### src/include/rtd_pkg.sv
// constants and types for the transmitter driver configuration block
`default_nettype none
package rtd_pkg;
  // register indices; byte address is four times the index
  localparam logic [7:0] IDX_DRIVER_MODE   = 8'h28;
  localparam logic [7:0] IDX_CARRIER_AMP   = 8'h29;
  localparam logic [7:0] IDX_MODULATION    = 8'h2A;
  localparam logic [7:0] IDX_OVERSHOOT_LD  = 8'h2B;
  localparam int         ADDR_LSB          = 2;
  localparam int         ADDR_W            = 12;

  // reset values of the four registers
  localparam logic [7:0] RST_DRIVER_MODE   = 8'h00;
  localparam logic [7:0] RST_CARRIER_AMP   = 8'h00;
  localparam logic [7:0] RST_MODULATION    = 8'h00;
  localparam logic [7:0] RST_OVERSHOOT_LD  = 8'h00;

  // writable bits; the rest read as zero
  localparam logic [7:0] MASK_DRIVER_MODE  = 8'hCF;
  localparam logic [7:0] MASK_CARRIER_AMP  = 8'hDF;
  localparam logic [7:0] MASK_MODULATION   = 8'hFF;
  localparam logic [7:0] MASK_OVERSHOOT_LD = 8'hFF;

  // driver mode fields
  localparam int BIT_SECOND_INV  = 7;
  localparam int BIT_FIRST_INV   = 6;
  localparam int BIT_PINS_ENABLE = 3;
  localparam int STYLE_MSB       = 2;
  localparam int STYLE_LSB       = 0;
  // amplitude fields
  localparam int REDUCE_MSB      = 7;
  localparam int REDUCE_LSB      = 6;
  localparam int RESID_MSB       = 4;
  localparam int RESID_LSB       = 0;
  // modulation control fields
  localparam int EXTRA_MSB       = 7;
  localparam int EXTRA_LSB       = 4;
  localparam int BIT_FULL_LEVEL  = 3;
  localparam int BIT_MOD_INVERT  = 2;
  localparam int SRC_MSB         = 1;
  localparam int SRC_LSB         = 0;
  // overshoot and load fields
  localparam int FIRST_MSB       = 7;
  localparam int FIRST_LSB       = 4;
  localparam int TRIM_MSB        = 3;
  localparam int TRIM_LSB        = 0;

  // driver output style codes
  localparam logic [2:0] STYLE_PUSH_PULL  = 3'h0;
  localparam logic [2:0] STYLE_OPEN_DRAIN = 3'h1;
  localparam logic [2:0] STYLE_HIGH_Z     = 3'h2;
  localparam logic [2:0] STYLE_BAD_A      = 3'h3;
  localparam logic [2:0] STYLE_FORCE_LOW  = 3'h4;
  localparam logic [2:0] STYLE_FORCE_HIGH = 3'h5;
  localparam logic [2:0] STYLE_BAD_B      = 3'h6;
  localparam logic [2:0] STYLE_PUSH_ALT   = 3'h7;

  // modulation source codes
  localparam logic [1:0] SRC_NONE     = 2'h0;
  localparam logic [1:0] SRC_ENVELOPE = 2'h1;
  localparam logic [1:0] SRC_EXTERNAL = 2'h2;
  localparam logic [1:0] SRC_RESERVED = 2'h3;

  localparam logic [1:0] RESP_OKAY    = 2'h0;
  localparam logic [1:0] RESP_SLVERR  = 2'h2;
  localparam logic [1:0] REDUCE_NONE  = 2'h0;

  typedef enum logic [1:0] {
    RTD_REG_MODE,
    RTD_REG_AMP,
    RTD_REG_MOD,
    RTD_REG_OVS
  } rtd_reg_sel_type;
endpackage
`default_nettype wire

### src/design/rtd_driver_config.sv
// register bank and driver pin logic of the transmitter driver stage
`default_nettype none
module rtd_driver_config #(
  parameter int OVS_W = 4
) (
  input  wire logic        aclk,
  input  wire logic        aresetn,
  // axi4-lite slave
  input  wire logic [11:0] s_axi_awaddr,
  input  wire logic        s_axi_awvalid,
  output logic             s_axi_awready,
  input  wire logic [31:0] s_axi_wdata,
  input  wire logic [3:0]  s_axi_wstrb,
  input  wire logic        s_axi_wvalid,
  output logic             s_axi_wready,
  output logic [1:0]       s_axi_bresp,
  output logic             s_axi_bvalid,
  input  wire logic        s_axi_bready,
  input  wire logic [11:0] s_axi_araddr,
  input  wire logic        s_axi_arvalid,
  output logic             s_axi_arready,
  output logic [31:0]      s_axi_rdata,
  output logic [1:0]       s_axi_rresp,
  output logic             s_axi_rvalid,
  input  wire logic        s_axi_rready,
  // carrier and modulation sources
  input  wire logic        carrier_in,
  input  wire logic        carrier_tick,
  input  wire logic        internal_envelope_signal,
  input  wire logic        external_modulation_input,
  // driver pins
  output logic             driver_out_first_o,
  output logic             driver_out_first_oe,
  output logic             driver_out_second_o,
  output logic             driver_out_second_oe,
  // analog control
  output logic [1:0]       carrier_level_reduction,
  output logic             carrier_full_level,
  output logic [4:0]       residual_level,
  output logic [3:0]       load_current_trim,
  output logic             modulation_active,
  output logic             overshoot_first_active,
  output logic             overshoot_extra_active
);

  function automatic logic idx_hit(input logic [11:0] addr, input logic [7:0] idx);
    idx_hit = (addr[rtd_pkg::ADDR_LSB-1:0] == '0)
           && (addr[rtd_pkg::ADDR_W-1:rtd_pkg::ADDR_LSB] == {2'h0, idx});
  endfunction

  function automatic logic decode(input logic [11:0] addr, output rtd_pkg::rtd_reg_sel_type sel);
    logic hit;
    hit = 1'b1;
    sel = rtd_pkg::RTD_REG_MODE;
    if (idx_hit(addr, rtd_pkg::IDX_DRIVER_MODE)) begin
      sel = rtd_pkg::RTD_REG_MODE;
    end else if (idx_hit(addr, rtd_pkg::IDX_CARRIER_AMP)) begin
      sel = rtd_pkg::RTD_REG_AMP;
    end else if (idx_hit(addr, rtd_pkg::IDX_MODULATION)) begin
      sel = rtd_pkg::RTD_REG_MOD;
    end else if (idx_hit(addr, rtd_pkg::IDX_OVERSHOOT_LD)) begin
      sel = rtd_pkg::RTD_REG_OVS;
    end else begin
      hit = 1'b0;
    end
    decode = hit;
  endfunction

  // ---------------- bus and register state ----------------
  logic [7:0]  driver_mode_ctrl_reg;
  logic [7:0]  driver_mode_ctrl_next;
  logic [7:0]  carrier_amplitude_ctrl_reg;
  logic [7:0]  carrier_amplitude_ctrl_next;
  logic [7:0]  modulation_ctrl_reg;
  logic [7:0]  modulation_ctrl_next;
  logic [7:0]  overshoot_load_ctrl_reg;
  logic [7:0]  overshoot_load_ctrl_next;
  logic        aw_held_reg;
  logic        aw_held_next;
  logic [11:0] aw_addr_reg;
  logic [11:0] aw_addr_next;
  logic        w_held_reg;
  logic        w_held_next;
  logic [7:0]  w_data_reg;
  logic [7:0]  w_data_next;
  logic        w_strb_reg;
  logic        w_strb_next;
  logic        bvalid_reg;
  logic        bvalid_next;
  logic [1:0]  bresp_reg;
  logic [1:0]  bresp_next;
  logic        rvalid_reg;
  logic        rvalid_next;
  logic [31:0] rdata_reg;
  logic [31:0] rdata_next;
  logic [1:0]  rresp_reg;
  logic [1:0]  rresp_next;

  // address and data are taken independently; the write lands when both are held
  assign s_axi_awready = !aw_held_reg && !bvalid_reg;
  assign s_axi_wready  = !w_held_reg && !bvalid_reg;
  assign s_axi_arready = !rvalid_reg;
  assign s_axi_bvalid  = bvalid_reg;
  assign s_axi_bresp   = bresp_reg;
  assign s_axi_rvalid  = rvalid_reg;
  assign s_axi_rdata   = rdata_reg;
  assign s_axi_rresp   = rresp_reg;

  always_comb begin
    rtd_pkg::rtd_reg_sel_type wsel;
    rtd_pkg::rtd_reg_sel_type rsel;
    logic                     whit;
    logic                     rhit;
    logic [7:0]               rbyte;
    wsel = rtd_pkg::RTD_REG_MODE;
    rsel = rtd_pkg::RTD_REG_MODE;
    rbyte = 8'h00;
    whit = 1'b0;
    rhit = 1'b0;
    driver_mode_ctrl_next       = driver_mode_ctrl_reg;
    carrier_amplitude_ctrl_next = carrier_amplitude_ctrl_reg;
    modulation_ctrl_next        = modulation_ctrl_reg;
    overshoot_load_ctrl_next    = overshoot_load_ctrl_reg;
    aw_held_next = aw_held_reg;
    aw_addr_next = aw_addr_reg;
    w_held_next  = w_held_reg;
    w_data_next  = w_data_reg;
    w_strb_next  = w_strb_reg;
    bvalid_next  = bvalid_reg;
    bresp_next   = bresp_reg;
    rvalid_next  = rvalid_reg;
    rdata_next   = rdata_reg;
    rresp_next   = rresp_reg;

    if (s_axi_awvalid && s_axi_awready) begin
      aw_held_next = 1'b1;
      aw_addr_next = s_axi_awaddr;
    end
    if (s_axi_wvalid && s_axi_wready) begin
      w_held_next = 1'b1;
      w_data_next = s_axi_wdata[7:0];
      w_strb_next = s_axi_wstrb[0];
    end
    whit = decode(aw_addr_reg, wsel);
    if (aw_held_reg && w_held_reg) begin
      aw_held_next = 1'b0;
      w_held_next  = 1'b0;
      bvalid_next  = 1'b1;
      bresp_next   = whit ? rtd_pkg::RESP_OKAY : rtd_pkg::RESP_SLVERR;
      // only byte lane 0 carries register data
      if (whit && w_strb_reg) begin
        unique case (wsel)
          rtd_pkg::RTD_REG_MODE:
            driver_mode_ctrl_next = w_data_reg & rtd_pkg::MASK_DRIVER_MODE;
          rtd_pkg::RTD_REG_AMP:
            carrier_amplitude_ctrl_next = w_data_reg & rtd_pkg::MASK_CARRIER_AMP;
          rtd_pkg::RTD_REG_MOD:
            modulation_ctrl_next = w_data_reg & rtd_pkg::MASK_MODULATION;
          rtd_pkg::RTD_REG_OVS:
            overshoot_load_ctrl_next = w_data_reg & rtd_pkg::MASK_OVERSHOOT_LD;
        endcase
      end
    end
    if (bvalid_reg && s_axi_bready) begin
      bvalid_next = 1'b0;
    end

    rhit = decode(s_axi_araddr, rsel);
    if (s_axi_arvalid && s_axi_arready) begin
      unique case (rsel)
        rtd_pkg::RTD_REG_MODE: rbyte = driver_mode_ctrl_reg;
        rtd_pkg::RTD_REG_AMP:  rbyte = carrier_amplitude_ctrl_reg;
        rtd_pkg::RTD_REG_MOD:  rbyte = modulation_ctrl_reg;
        rtd_pkg::RTD_REG_OVS:  rbyte = overshoot_load_ctrl_reg;
      endcase
      rvalid_next = 1'b1;
      rdata_next  = rhit ? {24'h000000, rbyte} : 32'h00000000;
      rresp_next  = rhit ? rtd_pkg::RESP_OKAY : rtd_pkg::RESP_SLVERR;
    end else if (rvalid_reg && s_axi_rready) begin
      rvalid_next = 1'b0;
    end
  end

  always_ff @(posedge aclk) begin
    if (!aresetn) begin
      driver_mode_ctrl_reg       <= rtd_pkg::RST_DRIVER_MODE;
      carrier_amplitude_ctrl_reg <= rtd_pkg::RST_CARRIER_AMP;
      modulation_ctrl_reg        <= rtd_pkg::RST_MODULATION;
      overshoot_load_ctrl_reg    <= rtd_pkg::RST_OVERSHOOT_LD;
      aw_held_reg <= 1'b0;
      aw_addr_reg <= 12'h000;
      w_held_reg  <= 1'b0;
      w_data_reg  <= 8'h00;
      w_strb_reg  <= 1'b0;
      bvalid_reg  <= 1'b0;
      bresp_reg   <= rtd_pkg::RESP_OKAY;
      rvalid_reg  <= 1'b0;
      rdata_reg   <= 32'h00000000;
      rresp_reg   <= rtd_pkg::RESP_OKAY;
    end else begin
      driver_mode_ctrl_reg       <= driver_mode_ctrl_next;
      carrier_amplitude_ctrl_reg <= carrier_amplitude_ctrl_next;
      modulation_ctrl_reg        <= modulation_ctrl_next;
      overshoot_load_ctrl_reg    <= overshoot_load_ctrl_next;
      aw_held_reg <= aw_held_next;
      aw_addr_reg <= aw_addr_next;
      w_held_reg  <= w_held_next;
      w_data_reg  <= w_data_next;
      w_strb_reg  <= w_strb_next;
      bvalid_reg  <= bvalid_next;
      bresp_reg   <= bresp_next;
      rvalid_reg  <= rvalid_next;
      rdata_reg   <= rdata_next;
      rresp_reg   <= rresp_next;
    end
  end

  // ---------------- modulation path ----------------
  logic             mod_raw;
  logic             mod_src;
  logic             mod_reg;
  logic             mod_next;
  logic             first_busy;
  logic             extra_busy;
  logic [2:0]       style;

  always_comb begin
    unique case (modulation_ctrl_reg[rtd_pkg::SRC_MSB:rtd_pkg::SRC_LSB])
      rtd_pkg::SRC_NONE:     mod_src = 1'b0;
      rtd_pkg::SRC_ENVELOPE: mod_src = internal_envelope_signal;
      rtd_pkg::SRC_EXTERNAL: mod_src = external_modulation_input;
      rtd_pkg::SRC_RESERVED: mod_src = 1'b0;
    endcase
    mod_raw = mod_src ^ modulation_ctrl_reg[rtd_pkg::BIT_MOD_INVERT];
    mod_next = mod_raw;
  end

  rtd_carrier_timer #(.LEN_W(OVS_W)) u_first_stage (
    .aclk         (aclk),
    .aresetn      (aresetn),
    .start        (mod_raw && !mod_reg),
    .length       (overshoot_load_ctrl_reg[rtd_pkg::FIRST_MSB:rtd_pkg::FIRST_LSB]),
    .carrier_tick (carrier_tick),
    .busy         (first_busy)
  );

  rtd_carrier_timer #(.LEN_W(OVS_W)) u_extra_stage (
    .aclk         (aclk),
    .aresetn      (aresetn),
    .start        (!mod_raw && mod_reg),
    .length       (modulation_ctrl_reg[rtd_pkg::EXTRA_MSB:rtd_pkg::EXTRA_LSB]),
    .carrier_tick (carrier_tick),
    .busy         (extra_busy)
  );

  // ---------------- pin and analog outputs ----------------
  logic       first_o_next;
  logic       first_oe_next;
  logic       second_o_next;
  logic       second_oe_next;
  logic [1:0] reduce_next;
  logic       first_o_reg;
  logic       first_oe_reg;
  logic       second_o_reg;
  logic       second_oe_reg;
  logic [1:0] reduce_reg;
  logic       full_reg;
  logic [4:0] resid_reg;
  logic [3:0] trim_reg;
  logic       mod_act_reg;
  logic       first_act_reg;
  logic       extra_act_reg;

  function automatic logic [1:0] pin_drive(input logic [2:0] sty, input logic en,
                                           input logic lvl);
    // returns {output enable, output level}
    logic [1:0] r;
    r = 2'h0;
    if (en) begin
      unique case (sty)
        rtd_pkg::STYLE_PUSH_PULL,
        rtd_pkg::STYLE_PUSH_ALT:   r = {1'b1, lvl};
        rtd_pkg::STYLE_OPEN_DRAIN: r = {!lvl, 1'b0};
        rtd_pkg::STYLE_FORCE_LOW:  r = 2'h2;
        rtd_pkg::STYLE_FORCE_HIGH: r = 2'h3;
        // high-Z and the unsupported codes float the pins for safety
        rtd_pkg::STYLE_HIGH_Z,
        rtd_pkg::STYLE_BAD_A,
        rtd_pkg::STYLE_BAD_B:      r = 2'h0;
      endcase
    end
    pin_drive = r;
  endfunction

  assign style = driver_mode_ctrl_reg[rtd_pkg::STYLE_MSB:rtd_pkg::STYLE_LSB];

  always_comb begin
    {first_oe_next, first_o_next} = pin_drive(style,
        driver_mode_ctrl_reg[rtd_pkg::BIT_PINS_ENABLE],
        carrier_in ^ driver_mode_ctrl_reg[rtd_pkg::BIT_FIRST_INV]);
    {second_oe_next, second_o_next} = pin_drive(style,
        driver_mode_ctrl_reg[rtd_pkg::BIT_PINS_ENABLE],
        carrier_in ^ driver_mode_ctrl_reg[rtd_pkg::BIT_SECOND_INV]);
    if (modulation_ctrl_reg[rtd_pkg::BIT_FULL_LEVEL]) begin
      reduce_next = rtd_pkg::REDUCE_NONE;
    end else begin
      reduce_next = carrier_amplitude_ctrl_reg[rtd_pkg::REDUCE_MSB:rtd_pkg::REDUCE_LSB];
    end
  end

  always_ff @(posedge aclk) begin
    if (!aresetn) begin
      mod_reg       <= 1'b0;
      first_o_reg   <= 1'b0;
      first_oe_reg  <= 1'b0;
      second_o_reg  <= 1'b0;
      second_oe_reg <= 1'b0;
      reduce_reg    <= 2'h0;
      full_reg      <= 1'b0;
      resid_reg     <= 5'h00;
      trim_reg      <= 4'h0;
      mod_act_reg   <= 1'b0;
      first_act_reg <= 1'b0;
      extra_act_reg <= 1'b0;
    end else begin
      mod_reg       <= mod_next;
      first_o_reg   <= first_o_next;
      first_oe_reg  <= first_oe_next;
      second_o_reg  <= second_o_next;
      second_oe_reg <= second_oe_next;
      reduce_reg    <= reduce_next;
      full_reg      <= modulation_ctrl_reg[rtd_pkg::BIT_FULL_LEVEL];
      resid_reg     <= carrier_amplitude_ctrl_reg[rtd_pkg::RESID_MSB:rtd_pkg::RESID_LSB];
      trim_reg      <= overshoot_load_ctrl_reg[rtd_pkg::TRIM_MSB:rtd_pkg::TRIM_LSB];
      mod_act_reg   <= mod_reg || extra_busy;
      first_act_reg <= first_busy;
      extra_act_reg <= extra_busy;
    end
  end

  assign driver_out_first_o      = first_o_reg;
  assign driver_out_first_oe     = first_oe_reg;
  assign driver_out_second_o     = second_o_reg;
  assign driver_out_second_oe    = second_oe_reg;
  assign carrier_level_reduction = reduce_reg;
  assign carrier_full_level      = full_reg;
  assign residual_level          = resid_reg;
  assign load_current_trim       = trim_reg;
  assign modulation_active       = mod_act_reg;
  assign overshoot_first_active  = first_act_reg;
  assign overshoot_extra_active  = extra_act_reg;

endmodule
`default_nettype wire

### src/design/rtd_carrier_timer.sv
// down counter of carrier clock ticks for overshoot timing
`default_nettype none
module rtd_carrier_timer #(
  parameter int LEN_W = 4
) (
  input  wire logic             aclk,
  input  wire logic             aresetn,
  input  wire logic             start,
  input  wire logic [LEN_W-1:0] length,
  input  wire logic             carrier_tick,
  output logic                  busy
);
  logic [LEN_W-1:0] count_reg;
  logic [LEN_W-1:0] count_next;

  always_comb begin
    count_next = count_reg;
    // a restart wins over a tick landing in the same cycle
    if (start) begin
      count_next = length;
    end else if (carrier_tick && count_reg != '0) begin
      count_next = count_reg - LEN_W'(1);
    end
  end

  always_ff @(posedge aclk) begin
    if (!aresetn) begin
      count_reg <= '0;
    end else begin
      count_reg <= count_next;
    end
  end

  assign busy = (count_reg != '0);
endmodule
`default_nettype wire

### config.mk
export PLATFORM = sky130hd
export DESIGN_NAME = rtd_driver_config
export DESIGN_NICKNAME = d
export VERILOG_FILES = /design/src/include/rtd_pkg.sv /design/src/design/rtd_driver_config.sv /design/src/design/rtd_carrier_timer.sv
export SDC_FILE = /design/constraint.sdc
export NUM_CORES = 1
export LEC_CHECK = 0
export BUFFER_PORTS_ARGS = -buffer_cell sky130_fd_sc_hd__buf_4
export CAP_MARGIN = 20
export CORE_MARGIN = 2
export CORE_UTILIZATION = 54
export DETAILED_ROUTE_END_ITERATION = 8
export PLACE_DENSITY = 0.9
export SYNTH_ARGS = -nofsm -noshare
export SYNTH_HDL_FRONTEND = slang
export SYNTH_SLANG_ARGS = --single-unit
### constraint.sdc
create_clock -name aclk -period 3.85 [get_ports aclk]
set_input_delay 0 -clock aclk [delete_from_list [all_inputs] [get_ports aclk]]
set_output_delay 0 -clock aclk [all_outputs]
set_load 0.01 [all_outputs]
Yosys cells after proc, flatten, opt, wreduce, memory -nomap -nowiden
Cells that the tools add are included.
- bitwise gates (word level): 4
- mux-type cells: 29
- reduce and logical (&&, ||, !) cells: 52
- $add $sub $neg: 2
- equality and inequality tests: 24
- operators with widths (operator ; count):
    10-bit by 6-bit equality test with 1-bit output, second input constant ; 8
    8-bit case mux with 4 select lines ; 1
    1-bit logical AND ; 21
    2-bit two-way mux ; 10
    2-bit case mux with 5 select lines ; 2
    4-bit two-way mux ; 4
    2-bit equality test, second input constant ; 6
    3-bit equality test, second input constant ; 4
    3-bit AND reduction ; 4
    2-bit zero test ; 5
    1-bit two-way mux ; 10
    2-bit OR reduction ; 5
    1-bit zero test ; 8
    8-bit two-way mux ; 1
    4-bit nonzero test ; 2
    4-bit by 1-bit subtractor with 4-bit output, second input constant ; 2
    2-bit by 1-bit equality test with 1-bit output, second input constant ; 3
    3-bit by 2-bit equality test with 1-bit output, second input constant ; 2
    2-bit nonzero test ; 3
    3-bit by 1-bit equality test with 1-bit output, second input constant ; 1
    3-bit zero test ; 1
    1-bit case mux with 3 select lines ; 1
    3-bit OR reduction ; 1
    1-bit XOR ; 3
    3 further kinds ; 3
- bits in registers: 118
- output and inout bits: 60
- logic and storage cells: 139
- input bits: 71

Depth between registers and ports, before layout
- depth in word-level cells: 9
- depth in mapped cells: 6

Cells and area by module
From an unflattened synthesis, not the netlist that was laid out.
- cell total of the unflattened synthesis: 450
- area, all modules: 4164.0 sq um
- modules (own cells, without submodules) (module ; sequential area each (sq um) ; instances ; cells each ; area an instance (sq um)):
    rtd_driver_config ; 1681.6 ; 1 ; 388 ; 3673.5
    rtd_carrier_timer ; 80.1 ; 2 ; 31 ; 245.2

Least setup slack after synthesis
OpenSTA, ideal clock, no wires.
- kind: register to register
- start: reg aw_addr_reg[0]
- end: reg modulation_ctrl_reg[0]
- data arrival time: 1681 ps
- cell stages (with the launch flop): 6
- path buffers: 2
- required time: 3730 ps
- period minus slack after synthesis: 1802 ps
- path slack: 2048 ps
- library setup time: 120 ps
- path through: dfxtp_1 > or4b_1 > buf_2 > or4_4 > buf_6 > mux2i_1
- longest elaborated chain between the ends: 8
- elaborated cells between the ends (all ways): 16
- those cells by class: 1 x eq/ne; 8 x mux; 7 x reduce/logical
- RTL lines (element ; RTL line ; text):
    start, declared ; rtd_driver_config.sv:80 ; logic [11:0] aw_addr_reg;
    start signal, assigned ; rtd_driver_config.sv:206 ; aw_addr_reg <= aw_addr_next;
    2-bit zero test (*) ; rtd_driver_config.sv:47 ; idx_hit = (addr[rtd_pkg::ADDR_LSB-1:0] == '0)
    1-bit logical AND ; rtd_driver_config.sv:48 ; && (addr[rtd_pkg::ADDR_W-1:rtd_pkg::ADDR_LSB] == {2'h0, idx});
    2-bit two-way mux / 1-bit two-way mux (equally long branches) ; rtd_driver_config.sv:61 ; end else if (idx_hit(addr, rtd_pkg::IDX_OVERSHOOT_LD)) begin
    2-bit two-way mux / 1-bit two-way mux (equally long branches) ; rtd_driver_config.sv:59 ; end else if (idx_hit(addr, rtd_pkg::IDX_MODULATION)) begin
    2-bit two-way mux / 1-bit two-way mux (equally long branches) ; rtd_driver_config.sv:57 ; end else if (idx_hit(addr, rtd_pkg::IDX_CARRIER_AMP)) begin
    2-bit two-way mux / 1-bit two-way mux (equally long branches) ; rtd_driver_config.sv:55 ; if (idx_hit(addr, rtd_pkg::IDX_DRIVER_MODE)) begin
    2-bit equality test / 1-bit logical AND (equally long branches) ; rtd_driver_config.sv:152, rtd_driver_config.sv:151 ;
    3-bit AND reduction (no source line) (*) ; n/a ;
    end signal, assigned ; rtd_driver_config.sv:188 ; modulation_ctrl_reg <= rtd_pkg::RST_MODULATION;
    end signal, assigned ; rtd_driver_config.sv:203 ; modulation_ctrl_reg <= modulation_ctrl_next;
    end, declared ; rtd_driver_config.sv:74 ; logic [7:0] modulation_ctrl_reg;
Mark *: on every way between the ends. The rest lies on a longest branch, timed or not.
A chain may end at the register's enable or synchronous reset.

Final worst setup path
- start: reg aw_addr_reg[0]
- end: reg carrier_amplitude_ctrl_reg[4]
- longest elaborated chain between the ends: 8
- elaborated cells between the ends (all ways): 16
- those cells by class: 1 x eq/ne; 8 x mux; 7 x reduce/logical
- RTL lines (element ; RTL line ; text):
    2-bit zero test (*) ; rtd_driver_config.sv:47 ;
    1-bit logical AND ; rtd_driver_config.sv:48 ;
    2-bit two-way mux / 1-bit two-way mux (equally long branches) ; rtd_driver_config.sv:61 ;
    2-bit two-way mux / 1-bit two-way mux (equally long branches) ; rtd_driver_config.sv:59 ;
    2-bit two-way mux / 1-bit two-way mux (equally long branches) ; rtd_driver_config.sv:57 ;
    2-bit two-way mux / 1-bit two-way mux (equally long branches) ; rtd_driver_config.sv:55 ;
    2-bit by 1-bit equality test with 1-bit output / 1-bit logical AND (equally long branches) ; rtd_driver_config.sv:152, rtd_driver_config.sv:151 ;
    3-bit AND reduction (no source line) (*) ; n/a ;
    end signal, assigned ; rtd_driver_config.sv:187 ; carrier_amplitude_ctrl_reg <= rtd_pkg::RST_CARRIER_AMP;
    end signal, assigned ; rtd_driver_config.sv:202 ; carrier_amplitude_ctrl_reg <= carrier_amplitude_ctrl_next;
    end, declared ; rtd_driver_config.sv:72 ; logic [7:0] carrier_amplitude_ctrl_reg;
Marks and branches as above.

==> results by stage <==
Run status:
- The run finished with clean final reports.

Critical path:
- The maximum net fanout on the critical path is 7.
- STA puts the critical path data arrival time at roughly 2.3 ns.
- The worst path required time is 4.13 ns.
- In this run the critical register-to-register path is captured at carrier_amplitude_ctrl_reg[4].
- For flop-to-flop paths, the worst setup slack is about 1.8 ns.
- The reg-to-reg startpoint is aw_addr_reg[0].
- Measured in cells, the most critical reg-to-reg path has a length of 3.
- The critical path is of the reg -> reg type.
- The category of the worst setup path launch point is a flip-flop.
- STA classifies the critical path endpoint as a flip-flop.

Die:
- The die area is 0.00814 mm2.
- Measured along the x axis, the die boundary spans about 90 um.
- The overall die height is 90.2 um.
- The core region is 0.00721 mm2.
- After floorplanning, the core was divided into 31 placement rows.
- The initial standard-cell utilization of the core is a little under three fifths.
- The count of boundary I/O pins is 131.

Finish:
- The register with the most flip-flops in the layout has 12 of them.
- The utilization after layout is 69.3%.
- The net count reported at finish is just over 600.
- The layout cell share with drive strength beyond 1 is around 20%.
- The area growth from synthesis to final layout is 24.5%.
- The diode insertion count for antenna repair is 0.
- Excluding fillers, the count of instances in the completed layout stands at roughly 640.

Timing:
- The maximum clock frequency is around 0.5 GHz.
- The max-slew violation total from the final report came to 0.
- The number of failing hold endpoints at the final stage is 0.
- Setup violations remaining at the end of the flow were counted as 0.
- The routed design could run at a clock period as short as 2.01 ns.
- The tightest hold path in the finished design has a slack of 0.0356 ns.
- The worst pin sits at a relative slew slack of 40.8%.
- The post-route clock skew is 0.0163 ns.
- The final setup TNS is 0 ns.
- The share of the clock period used by the worst path after layout is 52.2%.
- The transition time at the pin with the least slew margin is between 0.8 and 0.9 ns.
- Setup repair after global routing left no endpoint under its margin.

Clock network:
- Buffers inserted during clock tree synthesis total 9.
- The clock tree from TritonCTS is yes.
- The number of buffers on the longest clock path is 2.
- The number of gates resized after cts is 0.
- The H-tree was split into 3 levels.
- The clock latency of the later-clocked register in the worst-skew pair is 0.37 ns.
- The clock transition time at the flip-flop clock pins of the worst setup and hold paths is 0.11 ns.
- The CTS sink count is 92.
- The cell sitting at the root of the clock tree is a sky130_fd_sc_hd__clkbuf_8.

Yosys:
- After Yosys synthesis, full adders, half adders and majority gates account for 0.935% of the synthesized area.
- The predominant post-synthesis flop cell is sky130_fd_sc_hd__dfxtp_1.
- The multiplexer share of the synthesized area is 12.2%.
- The count of state elements after synthesis is 92.
- Of the total synthesized cell area, the portion taken by AND, OR, NAND and NOR gates is 21.3%.
- The synthesized instance count is 438.
- The fraction of registers with async set or reset after synthesis is 0%.
- The post-synthesis cell type count is 46.
- The synthesized netlist devotes 10.6% of its cell area to compound gates.
- The number of flops mapped to enable cells by yosys is 0.
- The post-synthesis area per instance is approximately 9.2 um2.
- The biggest area consumer among synthesized cells is sky130_fd_sc_hd__dfxtp_1.
- The area fraction of the dominant cell type after synthesis is 45.9%.
- The netlist area before placement is 0.00402 mm2.
- sky130_fd_sc_hd__nand2_1 is the most common cell in the netlist.
- The dominant combinational cell family by area after synthesis is simple AND/OR/NAND/NOR gates.
- The xor-xnor portion of the synthesized cell area is 0.436%.
- The sequential area share after synthesis is 45.9%.
- Sorting the synthesized cells by area gives the leading types as sky130_fd_sc_hd__dfxtp_1, sky130_fd_sc_hd__mux2i_1, sky130_fd_sc_hd__nand2_1.
- Yosys printed 0 warnings.
- After synthesis, the most frequently instantiated cells are sky130_fd_sc_hd__nand2_1, sky130_fd_sc_hd__dfxtp_1, sky130_fd_sc_hd__mux2i_1.

Routing:
- The number of antenna-violating nets in the routed design is 0.
- The aggregate routed wire length is roughly 9.3 mm.
- Before antenna repair, the detailed router went through 4 iterations.
- In the final routed layout, each cell accounts on average for between 10 and 15 um.
- The first-iteration detailed-routing DRC count is 225.
- Dividing the detail-routed via count by the number of cells gives approximately 5.3.
- The routed layout has ~3400 vias.
- The final routed DRC violation total is 0.

Power and ir drop:
- The total leakage power is about 2.3 nW.
- The sequential share of power is 50.5%.
- The share of total power in combinational logic is 16.8%.
- For this design the total switching power over the nets is 573 uW.
- Per report_power, the clock group accounts for 32.6% of the total.
- IR analysis of the VDD net gives a maximum drop of 0.280 mV.
- The internal power component is ~1.5 mW.
- The fraction of power spent switching nets is between 20% and 30%.
- The power density over the cells is 412 mW/mm2.

Global route:
- The number of antenna violations at the first check in global routing came to 0.
- The maximum number of pins on one net before global-route repair is 82.
- The first global-routing pass estimated 15.0 mm of wire.
- The global-route usage over all layers is a little under a quarter.
- The number of global-route vias before repair came to 3319.
- For this run the aggregate overflow at the end of global routing stands at 0.

Placement:
- The number of instances in the placed design is 595.
- The placer's final routability congestion estimate is 0.953.
- Input and output buffers added on the ports amount to 77.
- Detailed placement finished with a half-perimeter wire length of ~6.4 mm.

Min path:
- The worst hold path terminates at s_axi_rdata[2].
- The worst hold path passes through 4 cells.
- The worst hold path begins at s_axi_araddr[0].
- The min-delay analysis places its worst path in the category in -> reg.

Job:
- The tool flagged a number of max-cap violations equal to 0.
## area by class of cell
cell class	count	area, um2
clock inverters	7	81.3
clock buffers	9	124
repair buffers	103	838
fillers	556	2220
well taps	99	124
inverters	18	67.6
multi-input cells	309	1920
flip-flops and latches	92	1840
## cells in the final DEF, fill, tap and decap left out, types with 2 or more instances in the layout
cell / count
sky130_fd_sc_hd__nand2_1: 101
sky130_fd_sc_hd__and3_1: 3
sky130_fd_sc_hd__o21ai_0: 7
sky130_fd_sc_hd__nand3b_1: 3
sky130_fd_sc_hd__nor4_4: 2
sky130_fd_sc_hd__o31ai_1: 6
sky130_fd_sc_hd__clkinv_4: 2
sky130_fd_sc_hd__and3b_1: 3
sky130_fd_sc_hd__dfxtp_1: 92
sky130_fd_sc_hd__and2_1: 7
sky130_fd_sc_hd__a21boi_0: 25
sky130_fd_sc_hd__nor2_1: 16
sky130_fd_sc_hd__or3b_2: 3
sky130_fd_sc_hd__nor3b_1: 5
sky130_fd_sc_hd__dlygate4sd3_1: 26
sky130_fd_sc_hd__nor4b_1: 2
sky130_fd_sc_hd__conb_1: 26
sky130_fd_sc_hd__nand2b_1: 3
sky130_fd_sc_hd__ha_1: 3
sky130_fd_sc_hd__inv_1: 18
sky130_fd_sc_hd__o21bai_1: 2
sky130_fd_sc_hd__clkbuf_8: 9
sky130_fd_sc_hd__a21oi_1: 9
sky130_fd_sc_hd__a2111oi_0: 3
sky130_fd_sc_hd__or4b_1: 4
sky130_fd_sc_hd__nand3_1: 2
sky130_fd_sc_hd__mux2i_1: 42
sky130_fd_sc_hd__a221oi_1: 3
sky130_fd_sc_hd__nor3_1: 6
sky130_fd_sc_hd__buf_4: 77
sky130_fd_sc_hd__xor2_1: 2
sky130_fd_sc_hd__inv_6: 2
sky130_fd_sc_hd__or4_4: 2
sky130_fd_sc_hd__mux2_2: 6
## worst max path at each step
stage | to | slack (ns) | from | cells after the start
CTS | carrier_amplitude_ctrl_reg[4] | 1.83 | aw_addr_reg[8] | 4
floorplan | modulation_ctrl_reg[0] | 2.05 | aw_addr_reg[0] | 5
detailed placement | carrier_amplitude_ctrl_reg[4] | 1.85 | aw_addr_reg[8] | 4
finish | carrier_amplitude_ctrl_reg[4] | 1.84 | aw_addr_reg[0] | 3
global placement | carrier_amplitude_ctrl_reg[3] | 1.92 | aw_addr_reg[8] | 4
global route | carrier_amplitude_ctrl_reg[4] | 1.75 | aw_addr_reg[8] | 4
## routing by layer
metal,vias to the layer above,track usage (%),wire [um]
li1,1627,-,-
met1,1583,25.4,3660
met4,0,8.85,199
met2,122,43.0,4900
met5,-,0,0
met3,20,5.36,549
## worst max-delay path: stages (launching register included)
cell and delay [ns]:
sky130_fd_sc_hd__dfxtp_1 0.32, sky130_fd_sc_hd__or4b_1 0.67, sky130_fd_sc_hd__nor4_4 0.65, sky130_fd_sc_hd__mux2i_1 0.28
## power groups by stage
stage	logic (mW)	registers (mW)	clock network (mW)
2_1_floorplan	0.234	1.06	0
3_3_place_gp	0.305	1.06	0
3_5_place_dp	0.323	1.06	0
4_1_cts	0.347	1.04	0.677
5_1_grt	0.388	1.05	0.713
6_report	0.346	1.04	0.672
## stage by stage
stage / setup WS (ns) / power (mW) / instance area, um2
4_1_cts: 1.83 / 2.06 / 5000
2_1_floorplan: 2.05 / 1.29 / 4110
3_3_place_gp: 1.92 / 1.36 / 4530
6_report: 1.84 / 2.06 / 5000
5_1_grt: 1.75 / 2.15 / 5000
3_5_place_dp: 1.85 / 1.38 / 4530
## kinds of logic (layout without fill, tap and decap cells)
group                    after synthesis  count (layout)
AO/OA/AOI/OAI                         61              61
XOR/XNOR                               2               2
adder cells (fa/ha/maj)                3               3
buffers and inverters                 62             137
flip-flops                            92              92
multiplexers                          48              48
other                                  1              26
AND/OR/NAND/NOR                      169             169
## timing repair
| action | 4_1_cts | 5_1_grt |
|---|---|---|
| buffers inserted | 0 | 0 |
| hold buffers | 26 | 0 |
| hold endpoints to repair | 27 | 0 |
Power figures use the tool's default switching activity.
